$ cat src/uart_rx_pkg.sv
// Constants, register map and shared helpers for the receive channel.
// Assumes a single system clock; all users import the whole package.
package uart_rx_pkg;

  localparam int QUEUE_DEPTH = 8;
  localparam int DATA_W      = 8;
  localparam int STAT_W      = 3;
  localparam int ENTRY_W     = DATA_W + STAT_W;

  //////////////////////////////////////////////////////////////////////////////
  // Register offsets on the plain register port
  localparam logic [2:0] OFS_QUEUE  = 3'h0;
  localparam logic [2:0] OFS_STATUS = 3'h1;
  localparam logic [2:0] OFS_MR0    = 3'h2;
  localparam logic [2:0] OFS_MR1    = 3'h3;
  localparam logic [2:0] OFS_CMD    = 3'h4;
  localparam logic [2:0] OFS_AUX    = 3'h5;

  localparam logic [7:0] MR0_RST = 8'h00;
  localparam logic [7:0] MR1_RST = 8'h00;

  // Mode register bit positions
  localparam int MR0_WDOG_EN  = 7;
  localparam int MR0_STOP2    = 0;
  localparam int MR1_ERR_MODE = 5;
  localparam int MR1_MODE_HI  = 4;
  localparam int MR1_MODE_LO  = 3;
  localparam int MR1_PAR_AD   = 2;
  localparam int MR1_BITS_HI  = 1;

  // Parity mode field codes
  localparam logic [1:0] PAR_WITH  = 2'h0;
  localparam logic [1:0] PAR_FORCE = 2'h1;
  localparam logic [1:0] PAR_NONE  = 2'h2;
  localparam logic [1:0] PAR_WAKE  = 2'h3;

  // Command register bits
  localparam int CMD_RX_EN   = 0;
  localparam int CMD_RX_DIS  = 1;
  localparam int CMD_TX_EN   = 2;
  localparam int CMD_TX_DIS  = 3;
  localparam int CMD_RX_RST  = 4;
  localparam int CMD_ERR_RST = 6;

  // Status register bits
  localparam int SR_AVAIL   = 0;
  localparam int SR_FULL    = 1;
  localparam int SR_TXRDY   = 2;
  localparam int SR_TXIDLE  = 3;
  localparam int SR_OVERRUN = 4;
  localparam int SR_PAR     = 5;

  // Per-entry status layout above the data byte
  localparam int ST_PAR   = 0;
  localparam int ST_FRAME = 1;
  localparam int ST_BRK   = 2;

  localparam int         WDOG_BITS  = 64;
  localparam logic [6:0] WDOG_LIMIT = 7'(WDOG_BITS);
  localparam logic [3:0] MIN_BITS   = 4'h5;

  // Expected parity bit for a character: forced value, or even/odd select
  function automatic logic expected_parity(input logic [7:0] d, input logic [1:0] mode,
                                           input logic sel);
    return (mode == PAR_FORCE) ? sel : ((^d) ^ sel);
  endfunction

endpackage

$ cat src/uart_rx_fifo_wakeup.sv
// Receive side of one serial channel: 1x receiver, eight-entry queue with
// per-character status, block/character error modes, overrun, watchdog,
// multidrop wake-up, and the small transmitter that sends the A/D bit.
// Assumes bit clocks and serial line are synchronous to sys_clk_i.
//
// How it works
// Queue holds eight characters; each finished character goes to next free slot.
// Character-available is high while the queue holds one or more characters.
// Full flag is high exactly when all eight slots are occupied.
// Fill count is 3 bits, equals occupancy, saturates at seven.
// Fill count is driven out continuously for interrupt bidding.
// Queue read returns oldest character, then drops it with its status.
// Each entry carries parity error, framing error and break bits.
// Character mode reports only the head entry status bits.
// Block mode reports OR of head statuses since last error reset.
// Status reads leave the queue alone; read status before data.
// A character finished while full waits in the hold register.
// New start while holding and full drops held character, sets overrun.
// Watchdog enabled by mode zero bit 7, expires after 64 bit clocks.
// Watchdog restarts on queue load and on host queue read.
// Mode field value 11 selects multidrop wake-up mode.
// Wake-up, receiver off: keep address characters, discard data characters.
// Wake-up, receiver on: queue every character.
// Wake-up stores the address/data bit in the parity error slot.
// Framing, overrun and break detection work while enabled, and in wake-up mode also while disabled.
// Wake-up transmit frame: start, data, address/data bit, stop bits.
// Transmitted address/data bit comes from mode one bit 2.
// Host changes address/data bit only while transmitter is idle.
// Empty queue gives no receive bid.
// Unused upper data bits of short characters are zero.
// Receiver reset empties queue, clears hold, overrun, restarts watchdog.
// Watchdog timeout stays until restart, masked when disabled.
`timescale 1ns/100ps
module uart_rx_fifo_wakeup
  import uart_rx_pkg::*;
#(
  parameter int DEPTH = QUEUE_DEPTH
) (
  input  wire logic       sys_clk_i,
  input  wire logic       sys_rst_i,
  input  wire logic       clk_en_i,
  input  wire logic [2:0] addr_i,
  input  wire logic [7:0] wr_data_i,
  input  wire logic       wr_en_i,
  input  wire logic       rd_en_i,
  output logic      [7:0] rd_data_o,
  input  wire logic       rx_bit_clock_i,
  input  wire logic       rx_line_i,
  input  wire logic       tx_bit_clock_i,
  output logic            tx_line_o,
  output logic            tx_idle_flag_o,
  output logic            rx_char_available_o,
  output logic            rx_queue_full_o,
  output logic      [2:0] rx_fill_count_o,
  output logic            rx_bid_o,
  output logic            watchdog_timeout_o
);

  localparam int AW = $clog2(DEPTH);

  typedef enum logic [2:0] {
    RX_IDLE   = 3'b000,
    RX_DATA   = 3'b001,
    RX_PARITY = 3'b010,
    RX_STOP   = 3'b011,
    RX_BREAK  = 3'b100
  } rx_state_t;

  typedef struct packed {
    logic [7:0]        mode_reg_zero;
    logic [7:0]        mode_reg_one;
    logic              rx_en;
    logic              tx_en;
    logic              rx_clk_prev;
    logic              tx_clk_prev;
    rx_state_t         rx_state;
    logic [2:0]        bit_idx;
    logic [7:0]        shift;
    logic              par_bit;
    logic              hold_valid;
    logic [ENTRY_W-1:0] hold;
    logic              overrun;
    logic [STAT_W-1:0] acc;
    logic              arrive;
    logic [6:0]        wd_cnt;
    logic              tx_hold_valid;
    logic [7:0]        tx_hold;
    logic [7:0]        rdata;
  } chan_state_t;

  chan_state_t        st_q;
  chan_state_t        st_d;
  logic               rx_tick;
  logic               tx_tick;
  logic [1:0]         par_mode;
  logic               wake_mode;
  logic               parity_on;
  logic [2:0]         last_bit;
  logic [ENTRY_W-1:0] q_head;
  logic [AW:0]        q_count;
  logic               q_empty;
  logic               q_full;
  logic               q_push;
  logic               q_pop;
  logic               q_clear;
  logic               accept;
  logic               tx_busy;
  logic               tx_load;
  logic               tx_par;
  logic [7:0]         tx_mask;
  logic [STAT_W-1:0]  head_stat;
  logic [7:0]         channel_status_reg;
  logic               wd_pending;
  logic               cmd_wr;

  assign rx_tick   = rx_bit_clock_i && !st_q.rx_clk_prev;
  assign tx_tick   = tx_bit_clock_i && !st_q.tx_clk_prev;
  assign par_mode  = st_q.mode_reg_one[MR1_MODE_HI:MR1_MODE_LO];
  // wake-up select
  assign wake_mode = (par_mode == PAR_WAKE);
  assign parity_on = (par_mode != PAR_NONE);
  assign last_bit  = 3'h4 + {1'b0, st_q.mode_reg_one[MR1_BITS_HI:0]};
  assign cmd_wr    = wr_en_i && (addr_i == OFS_CMD);

  //////////////////////////////////////////////////////////////////////////////
  // Hold register to queue transfer

  // address characters kept, data dropped while disabled
  // all characters kept while enabled
  assign accept  = !(wake_mode && !st_q.rx_en && !st_q.hold[DATA_W + ST_PAR]);
  // character waits in hold until a slot frees
  assign q_push  = st_q.hold_valid && !q_full && accept;
  // pop after the read of the head
  assign q_pop   = rd_en_i && (addr_i == OFS_QUEUE) && !q_empty;
  // receiver reset empties the queue
  assign q_clear = cmd_wr && wr_data_i[CMD_RX_RST];

  // eight-entry queue
  uart_rx_queue #(
    .DEPTH (DEPTH),
    .WIDTH (ENTRY_W)
  ) u_queue (
    .sys_clk_i   (sys_clk_i),
    .sys_rst_i   (sys_rst_i),
    .clk_en_i    (clk_en_i),
    .clear_i     (q_clear),
    .push_i      (q_push),
    .push_data_i (st_q.hold),
    .pop_i       (q_pop),
    .head_o      (q_head),
    .count_o     (q_count),
    .empty_o     (q_empty),
    .full_o      (q_full)
  );

  //////////////////////////////////////////////////////////////////////////////
  // Transmitter

  assign tx_load = st_q.tx_hold_valid && !tx_busy;
  assign tx_mask = 8'hFF >> (2'h3 - st_q.mode_reg_one[MR1_BITS_HI:0]);
  // address/data bit taken from mode one, not from the data
  assign tx_par  = wake_mode ? st_q.mode_reg_one[MR1_PAR_AD]
                             : expected_parity(st_q.tx_hold & tx_mask, par_mode,
                                               st_q.mode_reg_one[MR1_PAR_AD]);

  // frame carries the address/data bit in the parity slot
  uart_tx_serializer u_tx (
    .sys_clk_i    (sys_clk_i),
    .sys_rst_i    (sys_rst_i),
    .clk_en_i     (clk_en_i),
    .bit_tick_i   (tx_tick),
    .load_i       (tx_load),
    .data_i       (st_q.tx_hold),
    .data_bits_i  (st_q.mode_reg_one[MR1_BITS_HI:0]),
    .parity_on_i  (parity_on),
    .parity_bit_i (tx_par),
    .stop2_i      (st_q.mode_reg_zero[MR0_STOP2]),
    .busy_o       (tx_busy),
    .serial_o     (tx_line_o)
  );

  //////////////////////////////////////////////////////////////////////////////
  // Status and outputs

  always_comb begin
    // character mode shows only the head entry
    head_stat = q_empty ? '0 : q_head[ENTRY_W-1:DATA_W];
    // block mode shows the accumulated OR
    if (st_q.mode_reg_one[MR1_ERR_MODE]) begin
      head_stat = st_q.acc;
    end
  end

  // pending until restart, masked by the enable
  assign wd_pending = st_q.mode_reg_zero[MR0_WDOG_EN] && (st_q.wd_cnt == WDOG_LIMIT);

  always_comb begin
    channel_status_reg                          = '0;
    // available while anything is queued
    channel_status_reg[SR_AVAIL]                = !q_empty;
    // full at eight entries
    channel_status_reg[SR_FULL]                 = q_full;
    channel_status_reg[SR_TXRDY]                = !st_q.tx_hold_valid;
    channel_status_reg[SR_TXIDLE]               = !st_q.tx_hold_valid && !tx_busy;
    channel_status_reg[SR_OVERRUN]              = st_q.overrun;
    channel_status_reg[SR_PAR + STAT_W - 1:SR_PAR] = head_stat;
  end

  assign rx_char_available_o = !q_empty;
  assign rx_queue_full_o     = q_full;
  // saturate at seven; full flag tells eight apart
  // count driven continuously to the bidding logic
  assign rx_fill_count_o     = q_full ? 3'h7 : q_count[2:0];
  // no bid while empty
  assign rx_bid_o            = !q_empty;
  assign watchdog_timeout_o  = wd_pending;
  assign tx_idle_flag_o      = channel_status_reg[SR_TXIDLE];
  assign rd_data_o           = st_q.rdata;

  //////////////////////////////////////////////////////////////////////////////
  // Next state

  always_comb begin
    st_d             = st_q;
    st_d.rx_clk_prev = rx_bit_clock_i;
    st_d.tx_clk_prev = tx_bit_clock_i;
    st_d.rdata       = '0;

    // Register reads; R10: status read has no side effect
    if (rd_en_i) begin
      case (addr_i)
        OFS_QUEUE:  st_d.rdata = q_empty ? 8'h00 : q_head[DATA_W-1:0];
        OFS_STATUS: st_d.rdata = channel_status_reg;
        OFS_MR0:    st_d.rdata = st_q.mode_reg_zero;
        OFS_MR1:    st_d.rdata = st_q.mode_reg_one;
        OFS_AUX:    st_d.rdata = {3'h0, wd_pending, q_full, rx_fill_count_o};
        default:    st_d.rdata = 8'h00;
      endcase
    end

    // Transmit hold drains into the serializer before new writes land
    if (tx_load) begin
      st_d.tx_hold_valid = 1'b0;
    end

    if (wr_en_i) begin
      case (addr_i)
        OFS_MR0: st_d.mode_reg_zero = wr_data_i;
        OFS_MR1: st_d.mode_reg_one = wr_data_i;
        OFS_QUEUE: begin
          if (st_q.tx_en && !st_q.tx_hold_valid) begin
            st_d.tx_hold_valid = 1'b1;
            st_d.tx_hold       = wr_data_i;
          end
        end
        OFS_CMD: begin
          if (wr_data_i[CMD_RX_EN]) begin
            st_d.rx_en = 1'b1;
          end
          if (wr_data_i[CMD_RX_DIS]) begin
            st_d.rx_en = 1'b0;
          end
          if (wr_data_i[CMD_TX_EN]) begin
            st_d.tx_en = 1'b1;
          end
          if (wr_data_i[CMD_TX_DIS]) begin
            st_d.tx_en = 1'b0;
          end
          // Clears first so a same-cycle error event still sets
          if (wr_data_i[CMD_ERR_RST]) begin
            st_d.acc     = '0;
            st_d.overrun = 1'b0;
          end
        end
        default: ;
      endcase
    end

    if (q_push || (st_q.hold_valid && !accept)) begin
      st_d.hold_valid = 1'b0;
    end

    // fold in each entry one cycle after it reaches the head
    st_d.arrive = (q_pop && q_count > (AW+1)'(1)) || (q_push && (q_empty || q_pop));
    if (st_q.arrive && !q_empty) begin
      st_d.acc = st_d.acc | q_head[ENTRY_W-1:DATA_W];
    end

    // count bit clocks up to the limit
    if (rx_tick && st_q.mode_reg_zero[MR0_WDOG_EN] && st_q.wd_cnt != WDOG_LIMIT) begin
      st_d.wd_cnt = st_q.wd_cnt + 7'h01;
    end
    // restart on load or read
    if (q_push || (rd_en_i && addr_i == OFS_QUEUE)) begin
      st_d.wd_cnt = '0;
    end

    // wake-up mode listens even while disabled
    if (rx_tick) begin
      unique case (st_q.rx_state)
        RX_IDLE: begin
          if ((st_q.rx_en || wake_mode) && !rx_line_i) begin
            st_d.rx_state = RX_DATA;
            st_d.bit_idx  = '0;
            // upper bits of short characters stay zero
            st_d.shift    = '0;
            // start bit while holding and full loses the held one
            if (st_q.hold_valid && q_full) begin
              st_d.hold_valid = 1'b0;
              st_d.overrun    = 1'b1;
            end
          end
        end
        RX_DATA: begin
          st_d.shift[st_q.bit_idx] = rx_line_i;
          st_d.bit_idx             = st_q.bit_idx + 3'h1;
          if (st_q.bit_idx == last_bit) begin
            st_d.rx_state = parity_on ? RX_PARITY : RX_STOP;
          end
        end
        RX_PARITY: begin
          st_d.par_bit  = rx_line_i;
          st_d.rx_state = RX_STOP;
        end
        RX_STOP: begin
          // data plus three status bits per entry
          st_d.hold_valid                = 1'b1;
          st_d.hold[DATA_W-1:0]          = st_q.shift;
          st_d.hold[DATA_W + ST_FRAME]   = !rx_line_i;
          st_d.hold[DATA_W + ST_BRK]     = (st_q.shift == 8'h00) && !rx_line_i &&
                                           !(parity_on && st_q.par_bit);
          // address/data bit goes into the parity slot
          st_d.hold[DATA_W + ST_PAR]     = wake_mode ? st_q.par_bit :
                                           parity_on && (st_q.par_bit != expected_parity(
                                             st_q.shift, par_mode, st_q.mode_reg_one[MR1_PAR_AD]));
          // A break loads one zero character, then waits for the line to rise
          st_d.rx_state = st_d.hold[DATA_W + ST_BRK] ? RX_BREAK : RX_IDLE;
        end
        RX_BREAK: begin
          if (rx_line_i) begin
            st_d.rx_state = RX_IDLE;
          end
        end
        default: st_d.rx_state = RX_IDLE;
      endcase
    end

    // receiver reset wins over every receive event
    if (q_clear) begin
      st_d.rx_state   = RX_IDLE;
      st_d.hold_valid = 1'b0;
      st_d.overrun    = 1'b0;
      st_d.arrive     = 1'b0;
      st_d.wd_cnt     = '0;
    end
  end

  always_ff @(posedge sys_clk_i or posedge sys_rst_i) begin
    if (sys_rst_i) begin
      st_q               <= '0;
      st_q.mode_reg_zero <= MR0_RST;
      st_q.mode_reg_one  <= MR1_RST;
      st_q.rx_state      <= RX_IDLE;
    end else if (clk_en_i) begin
      st_q <= st_d;
    end
  end

endmodule // uart_rx_fifo_wakeup

$ cat src/uart_rx_queue.sv
// Receive queue: pointer-addressed flip-flop storage with occupancy count.
// Assumes the owner never pushes while full; pop on empty is ignored.
`timescale 1ns/100ps
module uart_rx_queue
  import uart_rx_pkg::*;
#(
  parameter int DEPTH = QUEUE_DEPTH,
  parameter int WIDTH = ENTRY_W,
  localparam int AW   = $clog2(DEPTH)
) (
  input  wire logic             sys_clk_i,
  input  wire logic             sys_rst_i,
  input  wire logic             clk_en_i,
  input  wire logic             clear_i,
  input  wire logic             push_i,
  input  wire logic [WIDTH-1:0] push_data_i,
  input  wire logic             pop_i,
  output logic      [WIDTH-1:0] head_o,
  output logic      [AW:0]      count_o,
  output logic                  empty_o,
  output logic                  full_o
);

  typedef struct packed {
    logic [DEPTH-1:0][WIDTH-1:0] mem;
    logic [AW-1:0]               wr;
    logic [AW-1:0]               rd;
    logic [AW:0]                 cnt;
  } queue_state_t;

  queue_state_t st_q;
  queue_state_t st_d;
  logic         do_push;
  logic         do_pop;

  assign full_o  = (st_q.cnt == (AW+1)'(DEPTH));
  assign empty_o = (st_q.cnt == '0);
  assign do_push = push_i && !full_o;
  assign do_pop  = pop_i && !empty_o;
  assign head_o  = st_q.mem[st_q.rd];
  assign count_o = st_q.cnt;

  always_comb begin
    st_d = st_q;
    if (clear_i) begin
      st_d.wr  = '0;
      st_d.rd  = '0;
      st_d.cnt = '0;
    end else begin
      if (do_push) begin
        st_d.mem[st_q.wr] = push_data_i;
        st_d.wr           = st_q.wr + 1'b1;
      end
      if (do_pop) begin
        st_d.rd = st_q.rd + 1'b1;
      end
      if (do_push && !do_pop) begin
        st_d.cnt = st_q.cnt + 1'b1;
      end else if (do_pop && !do_push) begin
        st_d.cnt = st_q.cnt - 1'b1;
      end
    end
  end

  always_ff @(posedge sys_clk_i or posedge sys_rst_i) begin
    if (sys_rst_i) begin
      st_q <= '0;
    end else if (clk_en_i) begin
      st_q <= st_d;
    end
  end

endmodule // uart_rx_queue

$ cat src/uart_tx_serializer.sv
// Transmit serializer: start, 5..8 data bits LSB first, optional parity or
// address/data bit, one or two stop bits. One bit per bit_tick_i.
`timescale 1ns/100ps
module uart_tx_serializer
  import uart_rx_pkg::*;
(
  input  wire logic       sys_clk_i,
  input  wire logic       sys_rst_i,
  input  wire logic       clk_en_i,
  input  wire logic       bit_tick_i,
  input  wire logic       load_i,
  input  wire logic [7:0] data_i,
  input  wire logic [1:0] data_bits_i,
  input  wire logic       parity_on_i,
  input  wire logic       parity_bit_i,
  input  wire logic       stop2_i,
  output logic            busy_o,
  output logic            serial_o
);

  typedef struct packed {
    logic        busy;
    logic [12:0] frame;
    logic [3:0]  left;
    logic        line;
  } tx_state_t;

  tx_state_t   st_q;
  tx_state_t   st_d;
  logic [11:0] built;
  logic [11:0] wide_data;
  logic [3:0]  nbits;

  assign wide_data = {4'h0, data_i};
  assign nbits     = MIN_BITS + {2'h0, data_bits_i};
  assign busy_o    = st_q.busy;
  assign serial_o  = st_q.line;

  always_comb begin
    for (int i = 0; i < 12; i++) begin
      if (4'(i) < nbits) begin
        built[i] = wide_data[i];
      end else if (4'(i) == nbits && parity_on_i) begin
        built[i] = parity_bit_i;
      end else begin
        built[i] = 1'b1;
      end
    end
  end

  always_comb begin
    st_d = st_q;
    if (!st_q.busy && load_i) begin
      st_d.busy  = 1'b1;
      st_d.frame = {built, 1'b0};
      st_d.left  = nbits + {3'h0, parity_on_i} + 4'h2 + {3'h0, stop2_i};
    end else if (st_q.busy && bit_tick_i) begin
      if (st_q.left != 4'h0) begin
        st_d.line  = st_q.frame[0];
        st_d.frame = {1'b1, st_q.frame[12:1]};
        st_d.left  = st_q.left - 4'h1;
      end else begin
        st_d.busy = 1'b0;
      end
    end
  end

  always_ff @(posedge sys_clk_i or posedge sys_rst_i) begin
    if (sys_rst_i) begin
      st_q <= '{busy: 1'b0, frame: 13'h1FFF, left: 4'h0, line: 1'b1};
    end else if (clk_en_i) begin
      st_q <= st_d;
    end
  end

endmodule // uart_tx_serializer

$ cat config.mk
export PLATFORM = sky130hd
export DESIGN_NAME = uart_rx_fifo_wakeup
export DESIGN_NICKNAME = d
export VERILOG_FILES = /design/src/uart_rx_pkg.sv /design/src/uart_rx_fifo_wakeup.sv /design/src/uart_rx_queue.sv /design/src/uart_tx_serializer.sv
export SDC_FILE = /design/constraint.sdc
export NUM_CORES = 1
export LEC_CHECK = 0
export BUFFER_PORTS_ARGS = -buffer_cell sky130_fd_sc_hd__buf_2
export CAP_MARGIN = 15
export CORE_MARGIN = 4
export CORE_UTILIZATION = 36
export CTS_BUF_LIST = sky130_fd_sc_hd__clkbuf_4
export CTS_CLUSTER_DIAMETER = 100
export DETAILED_ROUTE_END_ITERATION = 6
export GPL_ROUTABILITY_DRIVEN = 0
export SYNTH_ARGS = -nofsm -noshare
export SYNTH_HDL_FRONTEND = slang
export SYNTH_HIERARCHICAL = 1
export SYNTH_SLANG_ARGS = --single-unit
$ cat constraint.sdc
create_clock -name sys_clk_i -period 9.4 [get_ports sys_clk_i]
set_clock_uncertainty 0.1 [all_clocks]
set_input_delay 2.35 -clock sys_clk_i [delete_from_list [all_inputs] [get_ports sys_clk_i]]
set_output_delay 2.35 -clock sys_clk_i [all_outputs]
set_load 0.01 [all_outputs]
==> reports/qor.txt <==
status: finished clean
nets: 905
Critical Path AT: 2.44 ns
CP required: 6.95 ns
register bank with the most flops: u_queue/st_q
Tmin final: 4.89 ns
wirelength, routed: 24000 µm
CP peak stage delay: 0.60 ns
Rows: 61
worst-margin pin slew: 0.979 ns
Distinct cells, synth: 84
Fmax: 205 MHz
maximum vdd drop: 0.000112 V
DR WL/cell: 19.1 µm
clock share of power: 22.1%
DP Wirelength: 16800 µm
P_int: 1490 µW
Yosys top cell area share: 43.6%
RSZ-0062 raised after global routing: false
Post-synth top flop: dfrtp_1
startpoint types: register
CTS resizes: 0
Hold WC Path Type: register to register
P_leak: 0.00508 µW
Pwr Density: 224 nW/µm²
Post-Syn Nets: 898
maxcap violations: 0
clock slew seen by the registers of the worst setup and hold paths: 0.23 ns
via count: 6755
DR iter-0 viols: 629
switching part of the total power: 39.4%
Synth Instances: 857
mapped cell area: 10300 µm²
uppermost layer routed: met5
I/O pin total: 36
Yosys reg bits: 193
antenna-violating nets left: 0
CP delay by family, top: simple AND/OR/NAND/NOR gates
gr usage total: 15.8%
Buf+Inv Stages, Crit Path: 2
Net Sw Power: 968 µW
CTS Buf Count: 17
first-pass GRT wire length: 39000 µm
vias per inst: 5.38
clk sink count: 193
initial antenna violation count: 4
Met1 Wirelength: 11200 µm
Reg power frac: 48.2%
Post-Layout Cell Count: 1256
setup_tns: 0 ns
Die Y: 177 µm
Initial Util: 36.7%
vias in the first global route: 6817
Logic pwr share: 29.7%
critical path endpoint category: output pin
synth-to-layout area growth: 6.85%
largest net degree at the start of global routing: 77
maximum buffer depth of the clock tree: 2
final cycle utilization of the critical path: 52.0%
top cells by area, synth: dfrtp_1 (44%), mux2_2 (9.1%), mux2_4 (5.8%)
CTS hold repair buffers: 0
die area: 31300 µm²
Synth async-reset ratio: 100%
Post-CTS Setup Bufs: 0
drt pass-1 iters: 7
number of synthesized flops with an enable pin: 0
Regs by FF count: u_queue/st_q: 94 flops, st_q: 65 flops, u_tx/st_q: 17 flops
share of layout cells above drive strength 1: 29.9%
DIE WIDTH: 177 µm
DRC viols: 0
htree depth: 4
metal3 WL: 870 µm
Final Max Slew Viols: 0
final hold violations: 0
Yosys top cell by area: dfrtp_1
CP max-delay cell: or4b_4
met2 wire length: 11600 µm
clk root buf: clkbuf_4
top fanout value on the critical path: 10
Syn. warnings: 6
CP cell instances: or4b_4 -> inv_1 -> or2_2 -> buf_2
Setup Viol. Count Final: 0
CTS tree: yes
relative slew slack: 34.5%
sequential share of the synthesized area: 47.2%
total gr overflow: 0
placed cells: 1223
number of I/O port buffers: 35
core area: 28000 µm²
WS Path Type: register to output pin
post-synthesis area per instance: 12.0 µm²
Skew-Pair Late Insertion Delay: 0.62 ns
max reg flops: 94
## path summary, 6_finish.rpt
path	slack (ns)	from	cells past startpoint	end
max	4.51	u_queue/count_o[1]	4	rx_fill_count_o[0]
min	0.37	u_tx/st_q[6]	2	u_tx/st_q[5]
max reg2reg	5.86	u_queue/count_o[1]	7	u_queue/st_q[57]
min reg2reg	0.37	u_tx/st_q[6]	2	u_tx/st_q[5]
max in group asynchronous	6.26	sys_rst_i	3	u_queue/st_q[28]
min in group asynchronous	1.63	sys_rst_i	2	u_queue/st_q[72]
## stage by stage
| step | total power, µW | hold WS (ns) | utilization, % | setup WS [ns] | cell area, µm² |
|---|---|---|---|---|---|
| floorplan | 1730 | 0.335 | - | 4.39 | 10300 |
| global placement | 1920 | 0.340 | 37.9 | 4.38 | 10600 |
| detailed placement | 1940 | 0.344 | 37.9 | 4.30 | 10600 |
| CTS | 2480 | 0.373 | 39.2 | 4.48 | 11000 |
| global route | 2630 | 0.389 | 39.2 | 4.41 | 11000 |
| finish | 2460 | 0.371 | 39.2 | 4.51 | 11000 |
## metal layers
metal	up-vias	track usage [%]
li1	3127	-
met1	3482	21.9
met2	124	25.7
met3	20	2.65
met4	2	4.09
met5	-	0
## power groups by stage
stage / logic (µW) / clock network [µW] / registers [µW]
2_1_floorplan: 614 / 0 / 1110
3_5_place_dp: 735 / 0 / 1200
4_1_cts: 738 / 559 / 1180
3_3_place_gp: 720 / 0 / 1200
5_1_grt: 826 / 591 / 1210
6_report: 730 / 544 / 1180
## synth_stat cells (all sizes together), types with 5 or more instances
master and number:
xor2 8, mux2i 8, xnor2 6, o21ai 47, mux4 22, and3 6
nand2b 10, nand3b 5, buf 34, clkbuf 17, dfrtp 179, ha 20
nand4 5, o22ai 5, inv 40, mux2 138, o31ai 6, nor2 44
a21oi 26, a31oi 8, nor3 13, o2bb2ai 16, nand3 17, nand2 72
nor2b 9, a22oi 7, dfstp 14
## worst reg2reg max path, stage by stage (launching register included)
cell	delay (ns)
dfrtp_1	0.59
or4b_4	0.23
inv_1	0.17
nor3_1	0.82
nand2_1	0.10
nor2_1	0.28
nand3_1	0.60
mux2_1	0.54
## logic make-up (layout without fill, tap and decap cells)
group	Yosys count	in the layout	synth area share [%]
AO/OA/AOI/OAI	156	156	10.4
XOR/XNOR	15	15	1.50
adder cells (fa/ha/maj)	22	22	2.82
buffers and inverters	91	111	4.87
flip-flops	193	193	47.2
multiplexers	168	168	22.2
other	0	1	0
AND/OR/NAND/NOR	212	212	11.0
## area by class of cell
type | count | area, µm²
fill | 2716 | 17000
multi-input combinational | 573 | 4930
inverter | 40 | 153
timing repair buffer | 39 | 205
clock buffer | 17 | 128
tap | 378 | 473
sequential | 193 | 4850
antenna | 1 | 2.50
clock inverter | 15 | 244
## layout by cell type, fill, tap and decap left out, drive strengths merged, types with 17 or more instances in the layout
cell	instances
dfrtp	179
mux2	138
nand2	72
inv	50
o21ai	47
nor2	44
buf	39
a21oi	26
mux4	22
ha	20
clkbuf	17
nand3	17
Power figures use the tool's default switching activity.
